## config.mk

```make
export PLATFORM = sky130hd
export DESIGN_NAME = three_wire_config_port
export DESIGN_NICKNAME = d
export VERILOG_FILES = /design/src/hw/pin_sync3.v /design/src/hw/three_wire_config_port.v
export VERILOG_INCLUDE_DIRS = /design/src /design/src/hw
export SDC_FILE = /design/constraint.sdc
export NUM_CORES = 1
export LEC_CHECK = 0
export BUFFER_PORTS_ARGS = -buffer_cell sky130_fd_sc_hd__buf_2
export CORE_UTILIZATION = 55
export DETAILED_ROUTE_END_ITERATION = 6
export GPL_TIMING_DRIVEN = 0
export PLACE_DENSITY = 0.74
export SYNTH_ARGS = -nofsm -noshare
export SYNTH_HDL_FRONTEND = slang
export SYNTH_SLANG_ARGS = --single-unit
```

## constraint.sdc

```tcl
create_clock -name clk -period 2.3 [get_ports clk]
set_input_delay 0.115 -clock clk [delete_from_list [all_inputs] [get_ports clk]]
set_output_delay 0.115 -clock clk [all_outputs]
set_load 0.01 [all_outputs]
```

## src/hw/cfg_port_defs.vh

```
/*
 Constants of the three-wire configuration port: frame layout, register
 count, register reset value. Assumes inclusion by bare name.
*/
`ifndef CFG_PORT_DEFS_VH
`define CFG_PORT_DEFS_VH

`define CFG_REG_COUNT 19
`define CFG_ADDR_W 7
`define CFG_DATA_W 8
`define CFG_FRAME_BITS 16
`define CFG_DIR_POS 5'h07
`define CFG_LAST_POS 5'h0F
`define CFG_CNT_W 5
`define CFG_REG_RESET 8'h00

`endif

```

## src/hw/pin_sync3.v

```verilog
/*
 Three-stage synchroniser for one pin, with edge detection on the two
 settled stages. Assumes the pin is asynchronous to clk.
*/
module pin_sync3 #(
	parameter IDLE = 1'b1
) (
	input wire clk,
	input wire sys_rst,
	input wire pinIn,
	output wire level,
	output wire rise,
	output wire fall
);
	reg stage1Reg;
	reg stage2Reg;
	reg stage3Reg;

	// First stage feeds only the second; edges judged on stages two and three
	// Reset to the pin's idle level, else a false edge follows reset
	always @(posedge clk) begin
		if (sys_rst) begin
			stage1Reg <= IDLE;
			stage2Reg <= IDLE;
			stage3Reg <= IDLE;
		end else begin
			stage1Reg <= pinIn;
			stage2Reg <= stage1Reg;
			stage3Reg <= stage2Reg;
		end
	end

	assign level = stage3Reg;
	assign rise = stage2Reg & ~stage3Reg;
	assign fall = ~stage2Reg & stage3Reg;
endmodule // pin_sync3

```

## src/hw/three_wire_config_port.v

```verilog
/*
 Device end of the three-wire serial configuration port: nineteen 8-bit
 configuration registers written and read in 16-bit frames.
 Assumes the serial clock, data and strobe pins are asynchronous to clk
 and that clk runs far faster (250 MHz against at most 12.5 MHz).
*/
`include "cfg_port_defs.vh"

// What this block does
// - Nineteen 8-bit configuration registers, selected by a 7-bit frame address.
// - Each access is one 16-bit frame: address, direction bit, data byte.
// - Eighth bit high means write, low means read-back.
// - Data byte follows, bit seven first, down to bit zero.
// - Data line sampled on each falling edge of the serial clock.
// - Write data reaches the register only after bit zero is sampled.
// - Register contents survive power-down; only supply loss clears them.
// - Writes accepted in any address order.
// - Read frame: device drives addressed register during eight data bits.
// - Every register readable through the same port.
// - Power-down needs just one 16-bit write frame.
// - Clock pin always an undriven input; data pin driven only in read phase.
module three_wire_config_port (
	input wire clk,
	input wire sys_rst,
	input wire cfgSerialClk,
	input wire cfgSerialDataIn,
	output reg cfgSerialDataOut,
	output reg cfgSerialDataOe,
	input wire cfgAddrLatchStrobeN,
	input wire [4:0] regSel,
	output reg [7:0] regValue,
	output reg writeDone,
	output reg [6:0] writeAddr
);
	localparam ST_ADDR = 3'b001;
	localparam ST_WRITE = 3'b010;
	localparam ST_READ = 3'b100;

	wire clkLevel;
	wire clkRise;
	wire clkFall;
	wire dataLevel;
	wire strobeLevel;
	wire strobeFall;

	reg [2:0] state_reg;
	reg [2:0] state_next;
	reg [4:0] bitCnt_reg;
	reg [6:0] cfgFrameAddress_reg;
	reg [7:0] cfgFrameByte_reg;
	reg [7:0] readShift_reg;
	reg [7:0] cfgRegs [0:`CFG_REG_COUNT-1];
	integer i;

	// Address check shared by write and read paths
	function addrValid;
		input [6:0] a;
		begin
			addrValid = (a < `CFG_REG_COUNT);
		end
	endfunction

	// Lookup of a register; unmapped addresses read as zero
	function [7:0] regRead;
		input [6:0] a;
		begin
			regRead = 8'h00;
			if (addrValid(a)) begin
				regRead = cfgRegs[a[4:0]];
			end
		end
	endfunction

	// Serial clock idles low between frames
	pin_sync3 #(.IDLE(1'b0)) syncClk (
		.clk(clk),
		.sys_rst(sys_rst),
		.pinIn(cfgSerialClk),
		.level(clkLevel),
		.rise(clkRise),
		.fall(clkFall)
	);

	pin_sync3 syncData (
		.clk(clk),
		.sys_rst(sys_rst),
		.pinIn(cfgSerialDataIn),
		.level(dataLevel),
		.rise(),
		.fall()
	);

	pin_sync3 syncStrobe (
		.clk(clk),
		.sys_rst(sys_rst),
		.pinIn(cfgAddrLatchStrobeN),
		.level(strobeLevel),
		.rise(),
		.fall(strobeFall)
	);

	// Phase selection from the bit counter at each serial falling edge
	always @* begin
		state_next = state_reg;
		case (state_reg)
			ST_ADDR: begin
				if (clkFall && bitCnt_reg == `CFG_DIR_POS) begin
					state_next = dataLevel ? ST_WRITE : ST_READ;
				end
			end
			ST_WRITE, ST_READ: begin
				if (clkFall && bitCnt_reg == `CFG_LAST_POS) begin
					state_next = ST_ADDR;
				end
			end
			default: begin
				state_next = ST_ADDR;
			end
		endcase
		if (strobeFall) begin
			state_next = ST_ADDR;
		end
	end

	// Frame shifting; data is sampled only at serial clock falling edges
	always @(posedge clk) begin
		if (sys_rst) begin
			state_reg <= ST_ADDR;
			bitCnt_reg <= 5'h00;
			cfgFrameAddress_reg <= 7'h00;
			cfgFrameByte_reg <= 8'h00;
			readShift_reg <= 8'h00;
		end else begin
			state_reg <= state_next;
			if (strobeFall) begin
				bitCnt_reg <= 5'h00;
			end else if (clkFall) begin
				if (bitCnt_reg == `CFG_LAST_POS) begin
					bitCnt_reg <= 5'h00;
				end else begin
					bitCnt_reg <= bitCnt_reg + 5'h01;
				end
				if (state_reg == ST_ADDR && bitCnt_reg < `CFG_DIR_POS) begin
					cfgFrameAddress_reg <= {cfgFrameAddress_reg[5:0], dataLevel};
				end
				if (state_reg == ST_ADDR && bitCnt_reg == `CFG_DIR_POS) begin
					readShift_reg <= regRead(cfgFrameAddress_reg);
				end
				if (state_reg == ST_WRITE) begin
					cfgFrameByte_reg <= {cfgFrameByte_reg[6:0], dataLevel};
				end
				if (state_reg == ST_READ) begin
					readShift_reg <= {readShift_reg[6:0], 1'b0};
				end
			end
		end
	end

	// Register file; reset here models supply loss only, power-down never clears it
	always @(posedge clk) begin
		if (sys_rst) begin
			for (i = 0; i < `CFG_REG_COUNT; i = i + 1) begin
				cfgRegs[i] <= `CFG_REG_RESET;
			end
		end else if (clkFall && state_reg == ST_WRITE && bitCnt_reg == `CFG_LAST_POS
			&& addrValid(cfgFrameAddress_reg)) begin
			// Any mapped address at any time; one frame is enough for any mode change
			cfgRegs[cfgFrameAddress_reg[4:0]] <= {cfgFrameByte_reg[6:0], dataLevel};
		end
	end

	// Write pulse and readback port for the rest of the chip
	always @(posedge clk) begin
		if (sys_rst) begin
			writeDone <= 1'b0;
			writeAddr <= 7'h00;
			regValue <= 8'h00;
		end else begin
			writeDone <= clkFall && state_reg == ST_WRITE && bitCnt_reg == `CFG_LAST_POS
				&& addrValid(cfgFrameAddress_reg);
			if (clkFall && state_reg == ST_WRITE && bitCnt_reg == `CFG_LAST_POS) begin
				writeAddr <= cfgFrameAddress_reg;
			end
			regValue <= (regSel < `CFG_REG_COUNT) ? cfgRegs[regSel] : 8'h00;
		end
	end

	// Data driver: only in read phase, cut by a strobe fall; off after last bit
	always @(posedge clk) begin
		if (sys_rst) begin
			cfgSerialDataOe <= 1'b0;
			cfgSerialDataOut <= 1'b0;
		end else begin
			cfgSerialDataOe <= (state_next == ST_READ) && !strobeFall;
			cfgSerialDataOut <= (state_next == ST_READ) ? readShift_next_bit(state_reg,
				clkFall, readShift_reg) : 1'b0;
		end
	end

	// Bit presented on the line: on a shifting falling edge the next bit, sh[6], is taken ahead of the shift
	function readShift_next_bit;
		input [2:0] st;
		input fallNow;
		input [7:0] sh;
		begin
			readShift_next_bit = sh[7];
			if (fallNow && st == ST_READ) begin
				readShift_next_bit = sh[6];
			end
		end
	endfunction

	// Clock level and strobe level unused beyond edges; pins never driven here
	wire unusedLevels = clkLevel ^ strobeLevel ^ clkRise;
endmodule // three_wire_config_port

```

==> Word level (Yosys, flattened, before mapping) <==
Memory sizes are Yosys's and may differ from the RTL's. A register that Yosys moved wholly into a read port is not among the register bits.
Index checks and enable logic that the tools add are counted.
{ "op_classes": {"add_sub_neg": 1, "n_mul": 0, "n_div": 0, "order_cmp": 3, "n_eq_ne": 6, "shifts": 0, "mux": 20, "n_bitwise": 7, "n_reduce_logical": 19} }
{ "op_table": {"columns": ["cell", "count"], "rows": [
  ["8-bit 2-to-1 mux", 4],
  ["5-bit 2-to-1 mux", 4],
  ["3-bit 2-to-1 mux", 4],
  ["1-bit logical AND", 9],
  ["3-bit AND reduction", 3],
  ["2-bit OR reduction", 4],
  ["8-bit OR reduction", 1],
  ["7-bit by 5-bit less-than comparator with 1-bit output (second input constant)", 1],
  ["1-bit 2-to-1 mux", 7],
  ["3-bit equality test (second input constant)", 2],
  ["3-bit one-hot mux with 2 select lines", 1],
  ["5-bit by 1-bit adder with 5-bit output (second input constant)", 1],
  ["5-bit by 3-bit equality test with 1-bit output (second input constant)", 1],
  ["5-bit by 4-bit equality test with 1-bit output (second input constant)", 1],
  ["5-bit by 3-bit less-than comparator with 1-bit output (second input constant)", 1],
  ["5-bit less-than comparator (second input constant)", 1],
  ["1-bit inverter", 5],
  ["3-bit by 1-bit equality test with 1-bit output (second input constant)", 1],
  ["3-bit by 2-bit equality test with 1-bit output (second input constant)", 1],
  ["1-bit bitwise AND", 2],
  ["2-bit nonzero test", 1],
  ["1-bit logical NOT", 1]
]} }
{ "totals": {"register_bits": 49, "latch_bits": 0, "mem_bits_rw": 152, "romBits": 0, "memories": 1} }
{ "mem_list": {"columns": ["name", "words", "word_bits", "read_ports", "rd_clocked_by_memory_dff", "write_ports", "line", "rtl"], "rows": [
  ["cfgRegs", 19, 8, 2, 2, 19, "three_wire_config_port.v:52", "reg [7:0] cfgRegs [0:`CFG_REG_COUNT-1];"]
]} }

==> Longest topological paths before layout <==
Gate-level depths: netlist of run 1.
{ "depth": {"depth_word": 10, "mapped_depth": 8} }

==> Modules after synthesis <==
From an unflattened synthesis of run 1, not the netlist that was laid out.
{ "unflattened": {"hier_cells": 1050, "hier_area_um2": 14431.3} }
{ "modules_own_cells": {"columns": ["mod", "n_inst", "cells_each", "area_each_um2", "seq_area_each_um2"], "rows": [
  ["three_wire_config_port", 1, 1026, 14154.8, 8668.3],
  ["pin_sync3 at syncData ...", 2, 8, 92.6, 60.1],
  ["pin_sync3 at syncClk", 1, 8, 91.3, 60.1]
]} }

==> Worst setup path before layout of run 1 <==
OpenSTA, ideal clock, no wires.
{ "synth_path": {"path_kind": "reg-to-reg", "start": "reg bitCnt_reg[0]", "end": "mem cfgRegs[17][0], enable pin", "arrival_time_ns": 2.026, "required_ns": 1.915, "slack_ns": -0.111, "path_stages_with_launch": 6, "path_buffers": 0, "synth_period_minus_slack_ns": 2.411, "cell_sequence": "dfxtp_1 -> ha_1 -> and4b_1 -> nand4b_1 -> o31ai_2 -> a21boi_0"} }
{ "synth_lines": {"columns": ["element", "line", "rtl"], "rows": [
  ["start: declaration", "three_wire_config_port.v:48", "reg [4:0] bitCnt_reg;"],
  ["start signal: assignment", "three_wire_config_port.v:141", "bitCnt_reg <= bitCnt_reg + 5'h01;"],
  ["end: declaration", "three_wire_config_port.v:52", null]
]} }

==> Final worst setup path of run 1 <==
{ "layout_path": {"start": "reg cfgFrameAddress_reg[4]", "end": "reg readShift_reg[1]"} }
{ "layout_between": {"elab_chain_len": 4} }
{ "layout_rtl": {"columns": ["element", "line", "rtl"], "rows": [
  ["start: declaration", "three_wire_config_port.v:49", "reg [6:0] cfgFrameAddress_reg;"],
  ["start signal: assignment", "three_wire_config_port.v:144", "cfgFrameAddress_reg <= {cfgFrameAddress_reg[5:0], dataLevel};"],
  ["7-bit by 5-bit less-than comparator with 1-bit output (no source line)", null, null],
  ["8-bit 2-to-1 mux", "three_wire_config_port.v:68", "if (addrValid(a)) begin"],
  ["8-bit 2-to-1 mux", "three_wire_config_port.v:146", "if (state_reg == ST_ADDR && bitCnt_reg == `CFG_DIR_POS) begin"],
  ["8-bit 2-to-1 mux", "three_wire_config_port.v:152", "if (state_reg == ST_READ) begin"],
  ["end signal: assignment", "three_wire_config_port.v:147", "readShift_reg <= regRead(cfgFrameAddress_reg);"],
  ["end signal: assignment", "three_wire_config_port.v:153", "readShift_reg <= {readShift_reg[6:0], 1'b0};"],
  ["end: declaration", "three_wire_config_port.v:51", "reg [7:0] readShift_reg;"]
]} }
No other way between the ends. The select of a mux whose other input is x is not followed.
A chain may end at the register's enable or synchronous reset.

==> metrics.txt, run 1 <==
full die area 26600 sq um; worst skew pair latency around 0.53 ns; Setup crit start kind flip-flop; die width 163 um; Synth area leader edfxtp_1; endpoints failing hold 0; Die Ht 163 um; H-tree depth 2; Placement Rows 58; routability cong. 0.946; Multi-input gate area 5870 sq um; Avg WL per Cell 24.0 um; Layout Skew 0.0301 ns; GRT overflow 0; fraction of registers with async set or reset after synthesis 0%; HPWL after DPL 25.6 mm; Final #Nets 1224; worst hold path class primary input to flip-flop; critical path capture point type flip-flop; # IOs 28; Post-synth EDFFs 248; Final Max Tran Viols 0; P_leak 6.23 nW; final instance area 17300 sq um; maxcap violations 0; initial core utilization 56.3%; Largest register FFs 256; first-pass GRT wire length 56.1 mm; Setup WS post-layout -0.0895 ns; Clock Sinks 318; Area after DPL 15200 sq um; Total GRT Usage 29.1%; share of cells above drive strength 1 27.8%; fmax around 420 MHz; DRT antenna net count 0; VDD IR max approximately 0.7 mV; syn avg cell area 14.1 sq um; most frequent cell after synthesis edfxtp_1; vias in the first global route 9568; clock root buffer clkbuf_16; ys flop type edfxtp_1; Std-Cell Core Area 25300 sq um; maximum fanout along the worst path 7; sequential area share after synthesis 62.1%; RSZ-0062 raised after global routing true; DR iter-0 viols 998; period utilisation layout 104%; status complete, but fails checks; Routed WL 37.6 mm; synthesized instance count 1011; violated checks negative setup slack; synth top area cells edfxtp_1 52%, mux4_2 14%, dfxtp_1 9.8%; Via density 6.11; yosys warns 0; DRC errors left 0; Port-buffer cells 22; worst-margin pin slew slightly below 0.9 ns; PwrDens ~730 nW/um^2; Crit Path Class flip-flop to flip-flop; DRT Pass-1 Iters 5; Final Critical Period 2.39 ns; CTS tree yes; Yosys top cell area share between 50 and 60%; Bufs on Longest Clock Path 3; Yosys reg bits 318; Netlist cell types 59; initial antenna violation count 0; area grow syn2layout 21.4%; most frequent cells after synthesis 248 x edfxtp_1, 172 x nor2_1, 86 x mux4_2; dpl cells 1466; synthesized cell area 14300 sq um; largest net degree at the start of global routing 15; Reg area about 8900 sq um; crit path DAT 2.74 ns; clock buffer count from CTS 34; vias roughly 9600; normalized max-slew margin between 40% and 50%; fin cells 1567; Filler Cells Inserted 1724; Worst EP required 2.65 ns; Final setup viols 33; clock slew at reported path FFs ~0.06 ns
## final timing paths
path / slack (ns) / depth (start not counted) / startpoint / to
setup reg to reg: -0.09 / 6 / cfgFrameAddress_reg[4]$_SDFFE_PP0P_ / readShift_reg[1]$_SDFFE_PP0P_
hold reg to reg: 0.41 / 1 / syncData.stage1Reg$_SDFF_PP1_ / syncData.stage2Reg$_SDFF_PP1_
setup / recovery: -0.09 / 6 / cfgFrameAddress_reg[4]$_SDFFE_PP0P_ / readShift_reg[1]$_SDFFE_PP0P_
hold / removal: 0.31 / 3 / cfgAddrLatchStrobeN / syncStrobe.stage1Reg$_SDFF_PP1_
## routing by layer
metal | vias up | track usage (%) | routed length (um)
met5 | - | 0 | 0
met4 | 0 | 12.4 | 1560
met3 | 119 | 6.29 | 3890
met2 | 571 | 47.6 | 18300
met1 | 4727 | 37.7 | 13900
li1 | 4159 | - | -
## worst max-delay path, cell delays in order, from the launching register on
cell and delay (ns):
dfxtp_1 0.31, clkbuf_2 0.25, inv_1 0.15, o2111ai_1 0.75, nor2_1 0.24, a2111oi_2 0.37, o22ai_1 0.15
## area by class of cell
class | instances | area share, %
plain buffers | 66 | 2.44
clock buffers | 47 | 5.63
well taps | 330 | 2.39
inverters | 20 | 0.607
flip-flops and latches | 318 | 51.2
diodes | 1 | 0.0145
repair inverters | 7 | 0.304
repair buffers | 56 | 2.75
multi-input cells | 710 | 33.9
clock inverters | 12 | 0.788
## per-stage QoR
stage	TNS [ns]	utilization (%)	setup slack, ns	total power, mW	hold WS (ns)
after floorplan	0	-	0.0588	7.00	0.219
after global placement	-124.33	59.9	-0.770	7.19	0.298
after detailed placement	-132.01	59.9	-0.794	7.21	0.304
after CTS	0	67.1	0.00373	12.7	0.316
after global routing	-2.73	68.3	-0.0799	13.0	0.333
final	-0.346	68.3	-0.0895	12.7	0.312
## cells by family (layout without fill, tap and decap cells)
group                    Yosys count  count (layout)  synth area share, %
AND/OR/NAND/NOR                  331             331                 10.8
flip-flops                       318             318                 62.1
AO/OA/AOI/OAI                    113             113                 5.34
other                              1             105               0.0263
multiplexers                     157             157                 18.7
XOR/XNOR                           4               4                0.246
adder cells (fa/ha/maj)            1               1               0.0877
buffers and inverters             86             208                 2.69
## report_power, final
| part | internal [mW] | switching (mW) | leakage, nW |
|---|---|---|---|
| Clock | 3.30 | 2.23 | 0.546 |
| Combinational | 0.283 | 0.379 | 2.69 |
| Sequential | 6.39 | 0.102 | 2.99 |
| Total | 9.97 | 2.71 | 6.23 |
## layout by cell type, fill, tap and decap left out, types with 20 or more instances in the layout
master     netlist  routed
conb_1           1     104
clkbuf_1        27      25
buf_2           30      34
edfxtp_1       248     248
dfxtp_1         70      67
a21oi_1         28      28
nand2_1         77      52
o22ai_1         20      20
nor2_1         172     160
buf_4            6      26
mux2i_1         54      54
mux4_2          86      86
clkbuf_16        0      35
## repair_timing
action                                  4_1_cts  5_1_grt
hold buffers                                  3        0
buffers inserted                             24        6
endpoints found under the setup margin      368      345
endpoints found under the hold margin         3        0
cloned                                        4        4
resized for setup                           108       58
pin swaps                                    13        8
(Power assumes the default switching activity.)
==> run 2: changes to the inputs <==
MAX_ROUTING_LAYER = met4   (was default)
==> metrics.txt, run 2 (same netlist as run 1, synthesis figures left out) <==
Setup WS post-layout -0.0254 ns (+0.0641 ns); worst hold path class primary input to flip-flop; Port-buffer cells 22 (unchanged); Final Max Tran Viols 0 (unchanged); DRT antenna net count 0 (unchanged); violated checks negative setup slack; full die area 26600 sq um (unchanged); Crit Path Class flip-flop to flip-flop; P_leak 6.14 nW (-1.4%); endpoints failing hold 0 (unchanged); GRT overflow 0 (unchanged); DR iter-0 viols 1095 (+9.7%); Setup crit start kind flip-flop; GRT met1 Usage 38.6% (+0.84 points); DRT Pass-1 Iters 5 (unchanged); Worst EP required 2.57 ns (-0.08 ns); internal power 9.78 mW (-1.9%); M3 GR Usage 5.25% (-1.0 points); HPWL after DPL 26.1 mm (+1.8%); # IOs 28 (unchanged); Clock Sinks 318 (unchanged); DRC errors left 0 (unchanged); crit path DAT 2.59 ns (-0.15 ns); worst-margin pin slew 0.955 ns (+0.0663 ns); Bufs on Longest Clock Path 3 (unchanged); routability cong. 0.958 (+1.3%); critical path capture point type flip-flop; Avg WL per Cell 24.6 um (+2.5%); share of cells above drive strength 1 27.9% (about the same); worst skew pair latency 0.56 ns (+0.03 ns); part of the power in registers 52.4% (+1.2 points); fmax 430 MHz (+2.8%); most common cell after layout, fill and taps aside edfxtp_1; clock root buffer clkbuf_16; grt peak-use layer met2; Placement Rows 58 (unchanged); clock slew at reported path FFs 0.06 ns (about the same); period utilisation layout 101% (-2.8 points); Routed WL 38.5 mm (+2.3%); initial core utilization 56.3% (unchanged); largest net degree at the start of global routing 16 (+1); vias 9558 (-0.19%); Final setup viols 12 (-64%); H-tree depth 1 (-1); die width 163 um (unchanged); status complete, but fails checks; sw frac 21.1% (-0.30 points); Final #Nets 1222 (-0.16%); maxcap violations 0 (unchanged); PwrDens 717 nW/um^2 (-2.1%); routing usage on met2 49.8% (+2.2 points); Total GRT Usage 30.5% (+1.4 points); normalized max-slew margin 36.1% (-4.7 points); Die Ht 163 um (unchanged); Hold Crit Depth 3 (unchanged); Largest register FFs 256 (unchanged); Clock Power Share 42.2% (-1.4 points); Switching Power 2.61 mW (-3.7%); initial antenna violation count 0 (unchanged); area grow syn2layout 21.2%; clock buffer count from CTS 31 (-8.8%); worst reg2reg path depth 8 (+2); vias in the first global route 9542 (-0.27%); worst slack at placement -0.862 ns (-0.0684 ns); CTS tree yes; Layout Skew 0.0178 ns (-0.0123 ns); VDD IR max 0.620 mV (-14%); ANT cells 0 (-1); first-pass GRT wire length 57.0 mm (+1.6%); Via density 6.11 (about the same); Std-Cell Core Area 25300 sq um (unchanged); Comb power frac 5.4% (+0.2 points); Design Power 12.4 mW (-2.3%); Final Critical Period 2.33 ns (-0.0641 ns); commonest non-fill, non-tap cells in the layout 248 x edfxtp_1, 162 x nor2_1, 104 x conb_1; maximum fanout along the worst path 11 (+4); RSZ-0062 raised after global routing true
[run 2: cell count changes in the layout (fill, tap and decap cells not counted), sizes merged]
cell	before	now
inv	14	12
buf	88	90
clkbuf	78	74
clkinv	7	9
diode	1	0
bufinv	3	4
[run 2: area by class of cell]
type,instances,area (sq um)
sequential,318,8850
fill,1745,8050
multi-input combinational,710,5890
clock buffer,43,881
timing repair buffer,58,499
buffer,66,422
tap,330,413
clock inverter,14,169
inverter,20,105
timing repair inverter,6,45.0
[run 2: stage by stage]
| stage | setup TNS, ns | instances | area [sq um] | utilization [%] | hold slack, ns |
|---|---|---|---|---|---|
| CTS | 0 | 1556 | 17000 | 67.1 | 0.277 |
| finish | -0.228 | 1565 | 17300 | 68.2 | 0.278 |
| detailed placement | -136.11 | 1466 | 15200 | 59.9 | 0.305 |
| global placement | -123.97 | 1466 | 15200 | 59.9 | 0.297 |
| floorplan | 0 | 1114 | 14600 | - | 0.219 |
| global route | -7.80 | 1565 | 17300 | 68.2 | 0.293 |
[run 2: path summary, 6_finish.rpt]
path                                                          start                             to  slack [ns]
worst max-delay path            cfgFrameAddress_reg[4]$_SDFFE_PP0P_       cfgRegs[21][4]$_DFFE_PP_       -0.03
worst min-delay path                                cfgSerialDataIn  syncData.stage1Reg$_SDFF_PP1_        0.28
worst max register to register  cfgFrameAddress_reg[4]$_SDFFE_PP0P_       cfgRegs[21][4]$_DFFE_PP_       -0.03
worst min register to register        syncData.stage1Reg$_SDFF_PP1_  syncData.stage2Reg$_SDFF_PP1_        0.41
[run 2: metal layers]
layer | vias up | part of all wire [%]
li1 | 4146 | -
met1 | 4752 | 38
met2 | 551 | 50
met3 | 109 | 9.1
met4 | 0 | 3.6
met5 | - | 0
[run 2: power by group through the flow]
stage               combinational [mW]  sequential (mW)  clock [mW]
floorplan                        0.431             6.57           0
finish                           0.666             6.50        5.23
CTS                              0.644             6.49        5.22
detailed placement               0.597             6.62           0
global placement                 0.591             6.60           0
global route                     0.706             6.51        5.46
[run 2: what timing repair did]
| item | 4_1_cts | 5_1_grt |
|---|---|---|
| endpoints found under the hold margin | 3 | 0 |
| buffers inserted | 27 | 5 |
| endpoints found under the setup margin | 379 | 313 |
| hold buffers | 3 | 0 |
| pin swaps | 14 | 8 |
| gates cloned | 3 | 4 |
| resized for setup | 114 | 54 |
[run 2: critical path, stage by stage, from the launching register on]
cell and delay (ns):
dfxtp_1 0.30, buf_2 0.27, inv_1 0.17, o21ai_4 0.21, nor3_4 0.08, buf_6 0.18
nand2_2 0.28, buf_4 0.31, clkinvlp_4 0.21
